### config.mk
export PLATFORM = sky130hd
export DESIGN_NAME = adc_result_and_trigger_ctrl
export DESIGN_NICKNAME = d
export VERILOG_FILES = /design/src/hw/conv_ctrl_pkg.sv /design/src/hw/adc_result_and_trigger_ctrl.sv
export SDC_FILE = /design/constraint.sdc
export NUM_CORES = 1
export LEC_CHECK = 0
export BUFFER_PORTS_ARGS = -buffer_cell sky130_fd_sc_hd__buf_2
export CORE_ASPECT_RATIO = 0.7
export CORE_MARGIN = 2
export CORE_UTILIZATION = 45
export CTS_CLUSTER_DIAMETER = 50
export DETAILED_ROUTE_END_ITERATION = 10
export HOLD_SLACK_MARGIN = 0.1
export PLACE_DENSITY = 0.69
export SYNTH_ARGS = -nofsm -noshare
export SYNTH_HDL_FRONTEND = slang
export SYNTH_SLANG_ARGS = --single-unit
### constraint.sdc
create_clock -name clk_in -period 3.6 [get_ports clk_in]
set_clock_uncertainty 0.05 [all_clocks]
set_input_delay 0.54 -clock clk_in [delete_from_list [all_inputs] [get_ports clk_in]]
set_output_delay 0.54 -clock clk_in [all_outputs]
set_load 0.02 [all_outputs]
### src/hw/conv_ctrl_pkg.sv
// Package for the converter result and trigger control block.
// Assumes a byte-wide register port with byte addresses as printed.
package conv_ctrl_pkg;
    localparam int ADDR_W = 8;
    localparam int DATA_W = 8;
    localparam int RESULT_W = 10;
    localparam int NUM_PINS = 8;
    localparam int NUM_TRIG = 8;
    // ==========================================
    // Register offsets
    localparam logic [7:0] OFS_RESULT_LOW = 8'h78;
    localparam logic [7:0] OFS_RESULT_HIGH = 8'h79;
    localparam logic [7:0] OFS_CONTROL_A = 8'h7A;
    localparam logic [7:0] OFS_TRIGGER_CTRL = 8'h7B;
    localparam logic [7:0] OFS_INPUT_SELECT = 8'h7C;
    localparam logic [7:0] OFS_PIN_DISABLE = 8'h7E;
    // ==========================================
    // Field positions
    localparam int POS_CONVERTER_EN = 7;
    localparam int POS_START = 6;
    localparam int POS_AUTO_TRIGGER_EN = 5;
    localparam int POS_DONE_FLAG = 4;
    localparam int POS_ADJUST_LEFT = 5;
    localparam int POS_DIFF_SEL = 3;
    localparam int POS_TRIG_SEL_LSB = 0;
    // ==========================================
    // Reset values and write masks
    localparam logic [7:0] RST_BYTE = 8'h00;
    localparam logic [2:0] RST_TRIG_SEL = 3'h0;
    localparam logic [9:0] RST_RESULT = 10'h000;
    localparam logic [7:0] TRIG_CTRL_WMASK = 8'h07;
    localparam logic [7:0] CTRL_A_WMASK = 8'hEF;

    typedef enum logic [2:0] {
        TRIG_FREE_RUN = 3'h0,
        TRIG_ANALOG_CMP = 3'h1,
        TRIG_EXT_INT0 = 3'h2,
        TRIG_T0_CMP = 3'h3,
        TRIG_T0_OVF = 3'h4,
        TRIG_T1_CMP_B = 3'h5,
        TRIG_T1_OVF = 3'h6,
        TRIG_T1_CAPT = 3'h7
    } trig_src_type;
endpackage

### src/hw/adc_result_and_trigger_ctrl.sv
// Result registers, auto-trigger select and pin input disable for a converter.
// Assumes a same-clock converter core, same-clock event flags, async pins.
// Functional notes
// - Right adjust: result 9:8 in high byte 1:0, 7:0 in low byte.
// - Left adjust: result 9:2 in high byte, 1:0 in low byte 7:6.
// - Differential pair selected: result shown in two's complement.
// - Low byte read blocks updates of both bytes until high byte read.
// - Trigger source selection ignored while auto trigger disabled.
// - Auto trigger starts a conversion on selected flag's rising edge.
// - Switching selection from clear flag to set flag makes a trigger edge.
// - Switching to free running never makes a trigger event.
// - Codes 0..7: free run, comparator, ext int0, t0 cmp, t0 ovf, t1 cmp b, t1 ovf, t1 capt.
// - Each disable bit switches off that analog pin's digital input buffer.
// - Disabled pin reads zero in the port input value.
// - Done flag set when conversion ends, even if a low byte lock keeps the result registers.
// - Writing one clears the done flag; vector taken also clears it.
`timescale 1ns/100ps
`default_nettype none
module adc_result_and_trigger_ctrl
    import conv_ctrl_pkg::*;
(
    input wire logic clk_in,
    input wire logic rst_in,
    input wire logic [conv_ctrl_pkg::ADDR_W-1:0] addr_in,
    input wire logic [conv_ctrl_pkg::DATA_W-1:0] wdata_in,
    input wire logic wr_in,
    input wire logic rd_in,
    output logic [conv_ctrl_pkg::DATA_W-1:0] rdata_out,
    input wire logic conv_end_in,
    input wire logic [conv_ctrl_pkg::RESULT_W-1:0] conv_result_in,
    input wire logic busy_in,
    input wire logic [conv_ctrl_pkg::NUM_TRIG-1:1] trig_flags_in,
    input wire logic vector_taken_in,
    input wire logic [conv_ctrl_pkg::NUM_PINS-1:0] pin_level_in,
    output logic [conv_ctrl_pkg::NUM_PINS-1:0] pin_input_value_out,
    output logic [conv_ctrl_pkg::NUM_PINS-1:0] pin_buffer_off_out,
    output logic start_conv_out,
    output logic conv_done_flag_out,
    output logic converter_en_out,
    output logic [4:0] input_select_bits_out
);
    import conv_ctrl_pkg::*;

    // ==========================================
    // Register state
    logic [7:0] conv_control_a_q;
    logic [7:0] input_select_reg_q;
    logic [2:0] trigger_source_sel_q;
    logic [7:0] pin_input_disable_bits_q;
    logic conv_done_flag_q;
    logic [9:0] conv_result_bits_q;
    logic result_locked_q;
    logic start_pending_q;
    logic trig_level_q;
    logic [7:0] pin_meta_q;
    logic [7:0] pin_sync_q;
    logic [7:0] rdata_q;
    logic start_conv_q;
    logic wr_ctrl_a, wr_trig, wr_sel, wr_dis;
    logic rd_low, rd_high;
    logic trig_level_d;
    logic trig_pulse;
    logic accept_result;

    assign wr_ctrl_a = wr_in && (addr_in == OFS_CONTROL_A);
    assign wr_trig = wr_in && (addr_in == OFS_TRIGGER_CTRL);
    assign wr_sel = wr_in && (addr_in == OFS_INPUT_SELECT);
    assign wr_dis = wr_in && (addr_in == OFS_PIN_DISABLE);
    assign rd_low = rd_in && (addr_in == OFS_RESULT_LOW);
    assign rd_high = rd_in && (addr_in == OFS_RESULT_HIGH);

    // ==========================================
    // Control registers
    always_ff @(posedge clk_in or posedge rst_in) begin
        if (rst_in) begin
            conv_control_a_q <= RST_BYTE;
        end else if (wr_ctrl_a) begin
            conv_control_a_q <= wdata_in & CTRL_A_WMASK;
        end
    end

    // Reserved bits are dropped, so they always read zero
    always_ff @(posedge clk_in or posedge rst_in) begin
        if (rst_in) begin
            trigger_source_sel_q <= RST_TRIG_SEL;
        end else if (wr_trig) begin
            trigger_source_sel_q <= wdata_in[2:0];
        end
    end

    always_ff @(posedge clk_in or posedge rst_in) begin
        if (rst_in) begin
            input_select_reg_q <= RST_BYTE;
        end else if (wr_sel) begin
            input_select_reg_q <= wdata_in;
        end
    end

    always_ff @(posedge clk_in or posedge rst_in) begin
        if (rst_in) begin
            pin_input_disable_bits_q <= RST_BYTE;
        end else if (wr_dis) begin
            pin_input_disable_bits_q <= wdata_in;
        end
    end

    // ==========================================
    // Trigger selection
    // Free running follows the done flag but never counts as an edge on entry
    always_comb begin
        unique case (trig_src_type'(trigger_source_sel_q))
            TRIG_FREE_RUN: trig_level_d = conv_done_flag_q;
            TRIG_ANALOG_CMP: trig_level_d = trig_flags_in[1];
            TRIG_EXT_INT0: trig_level_d = trig_flags_in[2];
            TRIG_T0_CMP: trig_level_d = trig_flags_in[3];
            TRIG_T0_OVF: trig_level_d = trig_flags_in[4];
            TRIG_T1_CMP_B: trig_level_d = trig_flags_in[5];
            TRIG_T1_OVF: trig_level_d = trig_flags_in[6];
            TRIG_T1_CAPT: trig_level_d = trig_flags_in[7];
        endcase
    end

    // Edge of the muxed level, so a switch to a set source other than free running also makes an edge
    assign trig_pulse = conv_control_a_q[POS_AUTO_TRIGGER_EN]
        && conv_control_a_q[POS_CONVERTER_EN]
        && trig_level_d && !trig_level_q
        && !(wr_trig && wdata_in[2:0] == TRIG_FREE_RUN);

    always_ff @(posedge clk_in or posedge rst_in) begin
        if (rst_in) begin
            trig_level_q <= 1'b0;
        end else if (wr_trig && wdata_in[2:0] == TRIG_FREE_RUN) begin
            trig_level_q <= conv_done_flag_q;
        end else begin
            trig_level_q <= trig_level_d;
        end
    end

    // Start request from software bit or trigger; a one-cycle pulse, pending only mirrors busy
    always_ff @(posedge clk_in or posedge rst_in) begin
        if (rst_in) begin
            start_pending_q <= 1'b0;
            start_conv_q <= 1'b0;
        end else begin
            start_conv_q <= trig_pulse
                || (wr_ctrl_a && wdata_in[POS_START] && wdata_in[POS_CONVERTER_EN]);
            start_pending_q <= busy_in;
        end
    end

    // ==========================================
    // Result capture and lock
    // Lock only protects software's byte pair; the finished conversion is lost
    assign accept_result = conv_end_in && !result_locked_q;

    always_ff @(posedge clk_in or posedge rst_in) begin
        if (rst_in) begin
            result_locked_q <= 1'b0;
        end else if (rd_high) begin
            result_locked_q <= 1'b0;
        end else if (rd_low) begin
            result_locked_q <= 1'b1;
        end
    end

    // Core delivers differential results already in two's complement
    always_ff @(posedge clk_in or posedge rst_in) begin
        if (rst_in) begin
            conv_result_bits_q <= RST_RESULT;
        end else if (accept_result) begin
            conv_result_bits_q <= conv_result_in;
        end
    end

    // Set wins over a same-cycle clear
    always_ff @(posedge clk_in or posedge rst_in) begin
        if (rst_in) begin
            conv_done_flag_q <= 1'b0;
        end else if (conv_end_in) begin
            conv_done_flag_q <= 1'b1;
        end else if (vector_taken_in || (wr_ctrl_a && wdata_in[POS_DONE_FLAG])) begin
            conv_done_flag_q <= 1'b0;
        end
    end

    // ==========================================
    // Pin input path
    always_ff @(posedge clk_in or posedge rst_in) begin
        if (rst_in) begin
            pin_meta_q <= RST_BYTE;
            pin_sync_q <= RST_BYTE;
        end else begin
            pin_meta_q <= pin_level_in;
            pin_sync_q <= pin_meta_q;
        end
    end

    always_ff @(posedge clk_in or posedge rst_in) begin
        if (rst_in) begin
            pin_input_value_out <= RST_BYTE;
            pin_buffer_off_out <= RST_BYTE;
        end else begin
            pin_input_value_out <= pin_sync_q & ~pin_input_disable_bits_q;
            pin_buffer_off_out <= pin_input_disable_bits_q;
        end
    end

    // ==========================================
    // Read port
    always_comb begin
        rdata_q = RST_BYTE;
        unique case (addr_in)
            OFS_RESULT_LOW: rdata_q = input_select_reg_q[POS_ADJUST_LEFT]
                ? {conv_result_bits_q[1:0], 6'h00}
                : conv_result_bits_q[7:0];
            OFS_RESULT_HIGH: rdata_q = input_select_reg_q[POS_ADJUST_LEFT]
                ? conv_result_bits_q[9:2]
                : {6'h00, conv_result_bits_q[9:8]};
            OFS_CONTROL_A: rdata_q = {conv_control_a_q[7], busy_in || start_pending_q,
                conv_control_a_q[5], conv_done_flag_q, conv_control_a_q[3:0]};
            OFS_TRIGGER_CTRL: rdata_q = {5'h00, trigger_source_sel_q};
            OFS_INPUT_SELECT: rdata_q = input_select_reg_q;
            OFS_PIN_DISABLE: rdata_q = pin_input_disable_bits_q;
            default: rdata_q = RST_BYTE;
        endcase
    end

    always_ff @(posedge clk_in or posedge rst_in) begin
        if (rst_in) begin
            rdata_out <= RST_BYTE;
        end else if (rd_in) begin
            rdata_out <= rdata_q;
        end else begin
            rdata_out <= RST_BYTE;
        end
    end

    // ==========================================
    // Outputs to the converter core
    always_ff @(posedge clk_in or posedge rst_in) begin
        if (rst_in) begin
            start_conv_out <= 1'b0;
            conv_done_flag_out <= 1'b0;
            converter_en_out <= 1'b0;
            input_select_bits_out <= 5'h00;
        end else begin
            start_conv_out <= start_conv_q;
            conv_done_flag_out <= conv_done_flag_q;
            converter_en_out <= conv_control_a_q[POS_CONVERTER_EN];
            input_select_bits_out <= input_select_reg_q[4:0];
        end
    end
endmodule
`default_nettype wire

==> key figures, run 1 <==
Status
  • Status: finished, final reports clean

Yosys
  • FFs w/ async S/R, synth: 1.00
  • Syn avg cell area: 15.3 um2
  • Mapped Area: 3390 um2
  • EDFF count, synth: 0
  • Synth unique cells: 45
  • Prevailing post-synth register cell: dfrtp_1
  • Syn Nets: 270
  • Register area share after synthesis: 0.649
  • Ys Warns: 0
  • Cells after Synth: 222
  • Yosys reg bits: 88

Worst setup path
  • Required @ worst endpoint: 3800 ps
  • Crit-path leading delay family: simple AND/OR/NAND/NOR gates
  • CP bufs+invs: 1
  • Crit path kind: primary input to register
  • Critical R2R Capture: conv_result_bits_q[5]$_DFFE_PP0P_
  • Max stage delay on crit path: 510 ps
  • CP endpoint kind: register
  • Arrival time worst endpoint: 2030 ps
  • Critical path, cell by cell: buf_2, and4b_1, and3_4, and3b_1, mux2_4
  • Worst R2R Setup Slack: 1900 ps
  • Slowest-stage cell, CP: and3b_1
  • R2R Path Start: result_locked_q$_DFFE_PP0P_
  • CP Launch Type: primary input
  • Reg2reg path depth: 2
  • Max FO, Critical Path: 8

Global routing
  • GRT overflow: 0
  • Gr usage total: 0.177
  • Met2 usage in global routing: 0.250
  • Global route hottest layer: met1
  • Met3 Track Usage GR: 0.0667
  • Largest net degree at the start of global routing: 40
  • First-pass GRT wire length: 11000 um
  • Initial antenna violation count: 0
  • Met1 usage: 0.265
  • Number of global-route vias before repair: 2046

Clocking
  • Clock Latency Late Sink: 360 ps
  • CTS tree: yes
  • Post-cts hold buffer count: 1
  • H-tree lvl count: 3
  • Clk buf depth: 2
  • Sink count of the clock tree: 88
  • CTS Buf Count: 9
  • Post-CTS Setup Bufs: 0
  • Clk root buf: clkbuf_8
  • Worst-path clk slew: 90 ps
  • Cts repair resizes: 0

Power and ir drop
  • P per Cell Area: 476 nW/um2
  • Worst VDD drop: 0.275 mV
  • Leak: 2.03 nW

Finish
  • Finished Layout Cells: 409
  • FILL cells: 639
  • Most common cell after layout, fill and taps aside: dfrtp_1
  • Fin util: 0.561
  • Layout area overhead: 20.5%
  • # diodes: 0
  • Final #Nets: 354
  • Commonest cells after routing, fill and taps aside: 88 x dfrtp_1, 79 x buf_2, 35 x mux2_2
  • Ratio of cells with drive above 1 in the final layout: 0.492

Place
  • IO Port Bufs: 79
  • Gpl congestion: 0.817
  • Hpwl dp: 4880 um
  • Post-placement cell count: 392
  • Worst slack, placed: 1390 ps

Floorplan
  • Site Rows: 26
  • Initial Utilization: 0.465
  • Die height: 76.6 um
  • Total core area: 7290 um2
  • Die extent in x: 108 um
  • Die area: 8260 um2
  • IO Count: 80

Timing
  • Slew Limit Headroom: 0.375
  • RSZ-0062 raised after global routing: no
  • Setup TNS: 0 ps
  • Tmin final: 1830 ps
  • Max Clk Rate: 0.546 GHz
  • Final setup viols: 0
  • Final period util: 0.509
  • Final Max Tran Viols: 0
  • Worst-case hold slack: 232 ps
  • Final Hold Vio Count: 0
  • Final WS setup: 1770 ps
  • Worst Tran Pin Value: 936 ps

Worst hold path
  • WHS Path Cells: 1
  • Hold Path Origin: pin_level_in[1]
  • Hold Path End: pin_meta_q[1]$_DFF_PP0_
  • Hold Crit Class: primary input to register

Detailed routing
  • Vias per inst: 5.12
  • Drt initial violations: 62
  • Routed Antenna Nets: 0
  • Total wire length: 6770 um
  • DRC Markers: 0
  • Routed len/inst: 16.6 um
  • Drt first pass iters: 5
  • Vias: 2096

Job
  • Number of max-cap violations: 0
[power by group]
part           switching (mW)  total [mW]  internal, mW
clock                   0.354       0.702         0.348
sequential             0.0323        1.07          1.04
combinational          0.0903       0.173        0.0829
[layer usage]
metal	part of all wire	up-vias
met4	0.0059	0
li1	-	970
met2	0.45	70
met3	0.055	6
met1	0.49	1050
met5	0	-
[cell type report]
cell class              instances  area [um2]  area share
clock buffers                  10         138      0.0337
clock inverters                 6        72.6      0.0178
multi-input cells             120        1110       0.272
repair buffers                 82         420       0.103
flip-flops and latches         88        2200       0.539
well taps                      98         123      0.0300
inverters                       5        20.0     0.00490
[through the flow]
stage	cell area (um2)	power [mW]
floorplan	3390	1.19
global placement	3870	1.26
detailed placement	3870	1.26
CTS	4090	1.97
global route	4090	2.04
finish	4090	1.95
[synthesized netlist by cell type, drive strengths merged, types with 2 or more instances]
library cell  instances  share of area
and3                  3         0.0074
dfrtp                88           0.65
clkbuf                2         0.0026
mux4                  4          0.027
mux2i                 5          0.015
nand2                 6         0.0074
o21ai                 4         0.0059
inv                   5         0.0055
buf                   7          0.015
mux2                 43           0.15
a22o                  2         0.0052
a22oi                 3         0.0066
nand3                 5         0.0089
nor2                  6         0.0066
nand4                 4         0.0074
and3b                 2         0.0052
nor2b                13          0.024
[kinds of logic (layout without fill, tap and decap cells)]
logic type,count (synthesis),count (layout),share of synthesized area
flip-flops,88,88,0.649
multiplexers,52,52,0.193
AND/OR/NAND/NOR,45,45,0.0838
AO/OA/AOI/OAI,23,23,0.0509
buffers and inverters,14,103,0.0229
[registers in the layout, indices dropped and copies added (netlist names)]
name                      count
pin_input_value_out           8
conv_result_bits_q           10
start_conv_out                1
pin_input_disable_bits_q      8
start_conv_q                  1
conv_done_flag_out            1
conv_control_a_q              6
start_pending_q               1
pin_buffer_off_out            8
input_select_reg_q            8
conv_done_flag_q              1
result_locked_q               1
trig_level_q                  1
converter_en_out              1
pin_meta_q                    8
rdata_out                     8
input_select_bits_out         5
pin_sync_q                    8
trigger_source_sel_q          3
[worst max path at each step]
stage | start | to | slack, ps | cells past startpoint
after global routing | addr_in[2] | input_select_reg_q[3]$_DFFE_PP0P_ | 1700 | 4
after floorplan | rst_in | conv_control_a_q[0]$_DFFE_PP0N_ | 730 | 1
after global placement | addr_in[7] | input_select_reg_q[4]$_DFFE_PP0P_ | 1420 | 5
final | addr_in[7] | input_select_reg_q[7]$_DFFE_PP0P_ | 1770 | 5
after CTS | addr_in[7] | input_select_reg_q[7]$_DFFE_PP0P_ | 1780 | 5
after detailed placement | addr_in[7] | input_select_reg_q[0]$_DFFE_PP0P_ | 1390 | 5
Note: power is estimated with default switching activity, not from simulation.
==> run 2: changes to the inputs <==
- PLACE_DENSITY: 0.69 -> 0.71
- clock period: 3.6 -> 1.48 ns (I/O delays scaled with it)
==> key figures, run 2 (synthesis results as in run 1) <==
Global routing
  • Initial antenna violation count: 0 (unchanged)
  • Met2 usage in global routing: 0.274 (+0.0239)
  • Met1 usage: 0.271 (+0.00579)
  • Met3 Track Usage GR: 0.0539 (-0.0128)
  • Gr usage total: 0.188 (+0.0103)
  • GRT overflow: 0 (unchanged)
  • Global route hottest layer: met2
  • Largest net degree at the start of global routing: 51 (+28%)
  • First-pass GRT wire length: 11600 um (+6.3%)
  • Number of global-route vias before repair: 2343 (+15%)

Job
  • Number of max-cap violations: 0 (unchanged)

Timing
  • Final Max Tran Viols: 0 (unchanged)
  • Worst Tran Pin Value: 406 ps (-530 ps)
  • Max Clk Rate: 0.674 GHz
  • Final Hold Vio Count: 0 (unchanged)
  • RSZ-0062 raised after global routing: yes
  • Slew Limit Headroom: 0.722 (+0.348)
  • Final WS setup: -2.85 ps (-1770 ps)
  • Worst-case hold slack: 133 ps (-99.5 ps)
  • Final setup viols: 1 (+1)
  • Final period util: 1.00
  • Tmin final: 1480 ps
  • Setup TNS: -2.85 ps (-2.85 ps)

Power and ir drop
  • Worst VDD drop: 0.581 mV (+110%)
  • Pwr Total: 4.74 mW (+140%)
  • Leak: 2.26 nW (+11%)
  • P per Cell Area: 1040 nW/um2 (+120%)

Worst setup path
  • Max FO, Critical Path: 13 (+5)
  • Critical path, cell by cell: buf_4, mux2_2, a22oi_1, a211oi_1
  • CP endpoint kind: register
  • Required @ worst endpoint: 1660 ps (-2140 ps)
  • Max stage delay on crit path: 530 ps (+20 ps)
  • CP Launch Type: register
  • Slowest-stage cell, CP: dfrtp_2
  • Arrival time worst endpoint: 1660 ps (-370 ps)
  • Crit path kind: register to register

Detailed routing
  • Vias: 2254 (+7.5%)
  • Routed len/inst: 15.5 um (-6.2%)
  • Drt initial violations: 86 (+39%)
  • Vias per inst: 4.94 (-3.5%)
  • Total wire length: 7090 um (+4.6%)
  • Routed Antenna Nets: 0 (unchanged)
  • DRC Markers: 0 (unchanged)
  • Drt first pass iters: 4 (-1)

Clocking
  • Worst-path clk slew: 80 ps (about the same)
  • Clk buf depth: 2 (unchanged)
  • H-tree lvl count: 3 (unchanged)
  • CTS tree: yes
  • CTS Buf Count: 9 (unchanged)
  • Clk root buf: clkbuf_8
  • Sink count of the clock tree: 88 (unchanged)
  • Clock Latency Late Sink: 350 ps (about the same)

Finish
  • # diodes: 0 (unchanged)
  • Final #Nets: 401 (+13%)
  • Layout area overhead: 34.3%
  • Finished Layout Cells: 456 (+11%)
  • Fin util: 0.625 (+0.0642)
  • Largest Register: conv_result_bits_q
  • Ratio of cells with drive above 1 in the final layout: 0.503 (+0.0108)
  • Commonest cells after routing, fill and taps aside: 86 x dfrtp_1, 79 x buf_2, 34 x mux2_2
  • Max reg flops: 10 (unchanged)
  • Post-route cell area: 4550 um2 (+11%)
  • Most common cell after layout, fill and taps aside: dfrtp_1

Floorplan
  • Total core area: 7290 um2 (unchanged)
  • Initial Utilization: 0.465 (unchanged)
  • Die area: 8260 um2 (unchanged)
  • IO Count: 80 (unchanged)
  • Die height: 76.6 um (unchanged)
  • Die extent in x: 108 um (unchanged)
  • Site Rows: 26 (unchanged)

Place
  • Post-placement cell count: 413 (+5.4%)
  • IO Port Bufs: 79 (unchanged)
  • Hpwl dp: 5050 um (+3.5%)
  • Worst slack, placed: -107 ps (-1500 ps)
  • Gpl congestion: 0.833 (+2.0%)
  • Cell Area, Placed: 4060 um2 (+5.1%)

Worst hold path
  • Hold Crit Class: primary input to register

Status
  • Status: finished with violations
  • Failing checks: setup timing
-- run 2: changes by cell type in the layout (fill, tap and decap cells not counted), sizes merged --
cell	change
inv	-2
buf	+22
clkinvlp	+2
dlygate4sd3	+25
-- run 2: what timing repair did --
| action | in CTS | in global routing |
|---|---|---|
| hold endpoints to repair | 115 | 0 |
| setup buffers | 0 | 1 |
| gates resized for setup | 1 | 6 |
| hold buffers | 26 | 0 |
| pin swaps | 0 | 2 |
| endpoints found under the setup margin | 7 | 7 |
-- run 2: per-layer routing --
metal / share of wire / up-vias / wire length (um)
li1: - / 1067 / -
met4: 0.018 / 0 / 131
met2: 0.43 / 76 / 3040
met5: 0 / - / 0
met1: 0.49 / 1095 / 3500
met3: 0.058 / 16 / 409
-- run 2: final cells by class --
type                       count  area [um2]
clock buffer                  10         128
clock inverter                 6        67.6
fill                         561        2730
inverter                       5        22.5
multi-input combinational    120        1140
sequential                    88        2200
tap                           98         123
timing repair buffer         129         873
-- run 2: path summary, 6_finish.rpt --
| path | start | endpoint | slack [ps] | cells past startpoint |
|---|---|---|---|---|
| max | input_select_reg_q[5]$_DFFE_PP0P_ | rdata_out[0]$_DFF_PP0_ | -3 | 4 |
| min | vector_taken_in | conv_done_flag_q$_DFFE_PP0P_ | 130 | 3 |
| max reg2reg | input_select_reg_q[5]$_DFFE_PP0P_ | rdata_out[0]$_DFF_PP0_ | -3 | 4 |
| min reg2reg | pin_meta_q[4]$_DFF_PP0_ | pin_sync_q[4]$_DFF_PP0_ | 300 | 0 |
| max in group asynchronous | rst_in | conv_done_flag_q$_DFFE_PP0P_ | 530 | 4 |
| min in group asynchronous | rst_in | input_select_bits_out[1]$_DFF_PP0_ | 310 | 3 |
-- run 2: critical path: cells and delay by family (launching register included) --
kind | cells | cell delay [ps]
DFF | 1 | 530
AOI/OAI and AO/OA | 2 | 300
buffers and inverters | 1 | 160
muxes | 1 | 310
-- run 2: report_power, final --
part           internal [mW]  switching [mW]
Clock                  0.786           0.831
Sequential              2.53          0.0769
Combinational          0.286           0.240
Total                   3.60            1.15
==> run 3: changes to the inputs <==
- CORE_ASPECT_RATIO: 0.7 -> default
==> key figures, run 3 (synthesis results as in run 1) <==
Worst setup path
  • Arrival time worst endpoint: 1640 ps (-20 ps)
  • CP endpoint kind: register
  • Critical path, cell by cell: buf_4, mux2_2, a22oi_2, or2_4, a31oi_2
  • Max stage delay on crit path: 450 ps (-80 ps)
  • Crit path kind: register to register
  • Slowest-stage cell, CP: dfrtp_2
  • Required @ worst endpoint: 1660 ps (about the same)
  • Max FO, Critical Path: 7 (-6)
  • CP bufs+invs: 1 (unchanged)
  • CP Launch Type: register
  • Crit-path leading delay family: flip-flops

Detailed routing
  • Drt first pass iters: 4 (unchanged)
  • Routed len/inst: 15.8 um (+1.5%)
  • Total wire length: 7300 um (+3.0%)
  • DRC Markers: 0 (unchanged)
  • Routed Antenna Nets: 0 (unchanged)
  • Drt initial violations: 139 (+62%)
  • Vias per inst: 5.00 (+1.2%)
  • Vias: 2316 (+2.8%)

Timing
  • Slew Limit Headroom: 0.708 (-0.0150)
  • Setup TNS: 0 ps (+2.85 ps)
  • RSZ-0062 raised after global routing: yes
  • Final Hold Vio Count: 0 (unchanged)
  • Final setup viols: 0 (-1)
  • Final WS setup: 21.2 ps (+24.1 ps)
  • Tmin final: 1460 ps (-24.1 ps)
  • Final period util: 0.986 (-0.0163)
  • Worst Tran Pin Value: 439 ps (+32.9 ps)
  • Final Max Tran Viols: 0 (unchanged)
  • Max Clk Rate: 0.686 GHz (+1.7%)

Finish
  • Max reg flops: 10 (unchanged)
  • Final #Nets: 407 (+1.5%)
  • FILL cells: 586 (+4.5%)
  • Fin util: 0.638 (+0.0130)
  • Layout area overhead: 37.2%
  • Largest Register: conv_result_bits_q
  • Most common cell after layout, fill and taps aside: dfrtp_1
  • Commonest cells after routing, fill and taps aside: 85 x dfrtp_1, 79 x buf_2, 35 x mux2_2
  • Ratio of cells with drive above 1 in the final layout: 0.516 (+0.0137)
  • # diodes: 0 (unchanged)

Place
  • Gpl congestion: 0.881 (+5.7%)
  • Hpwl dp: 4930 um (-2.3%)
  • IO Port Bufs: 79 (unchanged)
  • Worst slack, placed: -151 ps (-44.0 ps)

Global routing
  • Met2 usage in global routing: 0.310 (+0.0355)
  • Met3 Track Usage GR: 0.0584 (+0.00454)
  • Global route hottest layer: met2
  • Number of global-route vias before repair: 2386 (+1.8%)
  • First-pass GRT wire length: 12000 um (+2.7%)
  • Largest net degree at the start of global routing: 89 (+75%)
  • GRT overflow: 0 (unchanged)
  • Gr usage total: 0.188 (+0.000346)
  • Initial antenna violation count: 0 (unchanged)
  • Met1 usage: 0.245 (-0.0257)

Clocking
  • CTS tree: yes
  • CTS Buf Count: 9 (unchanged)
  • Worst-path clk slew: 80 ps (about the same)
  • H-tree lvl count: 3 (unchanged)
  • Clk root buf: clkbuf_8
  • Sink count of the clock tree: 88 (unchanged)
  • Clock Latency Late Sink: 350 ps (about the same)
  • Clk buf depth: 2 (unchanged)

Power and ir drop
  • Worst VDD drop: 0.613 mV (+5.5%)
  • Leak: 2.30 nW (+2.1%)
  • P per Cell Area: 1110 nW/um2 (+6.5%)
  • Pwr Total: 5.16 mW (+8.7%)

Status
  • Status: finished, final reports clean

Worst hold path
  • Hold Crit Class: primary input to register

Job
  • Number of max-cap violations: 0 (unchanged)

Floorplan
  • Die extent in x: 90.8 um (-16%)
  • Site Rows: 31 (+19%)
  • Initial Utilization: 0.465 (about the same)
  • Total core area: 7290 um2 (about the same)
  • Die area: 8250 um2 (-0.13%)
  • Die height: 90.8 um (+19%)
  • IO Count: 80 (unchanged)
## run 3: cell count changes in the layout (fill, tap and decap cells not counted), sizes merged
| cell | previous run | this run |
|---|---|---|
| clkinv | 2 | 1 |
| clkinvlp | 3 | 2 |
| buf | 103 | 109 |
| clkbuf | 10 | 11 |
| inv | 5 | 4 |
| bufinv | 1 | 3 |
## run 3: final cells by class
| type | count | area, um2 | area share |
|---|---|---|---|
| sequential | 88 | 2210 | 0.474 |
| multi-input combinational | 120 | 1140 | 0.244 |
| timing repair buffer | 135 | 910 | 0.196 |
| clock buffer | 11 | 151 | 0.0325 |
| tap | 99 | 124 | 0.0266 |
| clock inverter | 5 | 103 | 0.0221 |
| inverter | 5 | 22.5 | 0.00484 |
## run 3: path summary, 6_finish.rpt
check                                                  startpoint                                 to  slack (ps)  cells after the start
worst min-delay path                                  wdata_in[1]  input_select_reg_q[1]$_DFFE_PP0P_         140                      2
worst max register to register  input_select_reg_q[5]$_DFFE_PP0P_             rdata_out[6]$_DFF_PP0_          20                      5
min in group asynchronous                                  rst_in            pin_meta_q[0]$_DFF_PP0_         500                      4
max in group asynchronous                                  rst_in       conv_done_flag_q$_DFFE_PP0P_         530                      4
worst min register to register            pin_meta_q[4]$_DFF_PP0_            pin_sync_q[4]$_DFF_PP0_         300                      0
worst max-delay path            input_select_reg_q[5]$_DFFE_PP0P_             rdata_out[6]$_DFF_PP0_          20                      5
## run 3: power by group
part	switching, mW	internal, mW
Sequential	0.0763	2.53
Combinational	0.244	0.288
Clock	0.815	1.21
## run 3: routing by layer
| layer | part of all wire | vias to the layer above | wire [um] |
|---|---|---|---|
| met3 | 0.046 | 9 | 337 |
| met4 | 0.010 | 0 | 75 |
| met2 | 0.52 | 69 | 3830 |
| met1 | 0.42 | 1164 | 3060 |
| li1 | - | 1074 | - |
| met5 | 0 | - | 0 |
## run 3: per-stage QoR
step           area, um2  hold slack [ps]  std cells
2_1_floorplan       3390              203        222
3_3_place_gp        4080              280        417
3_5_place_dp        4080              281        417
4_1_cts             4590              101        458
5_1_grt             4650              121        463
6_report            4650              138        463
## run 3: timing repair
item                       4_1_cts  5_1_grt
pin swaps                        0        1
hold buffers                    25        1
hold endpoints to repair       118        3
setup buffers                    0        4
setup endpoints to repair        6        6
gates resized for setup          2       10
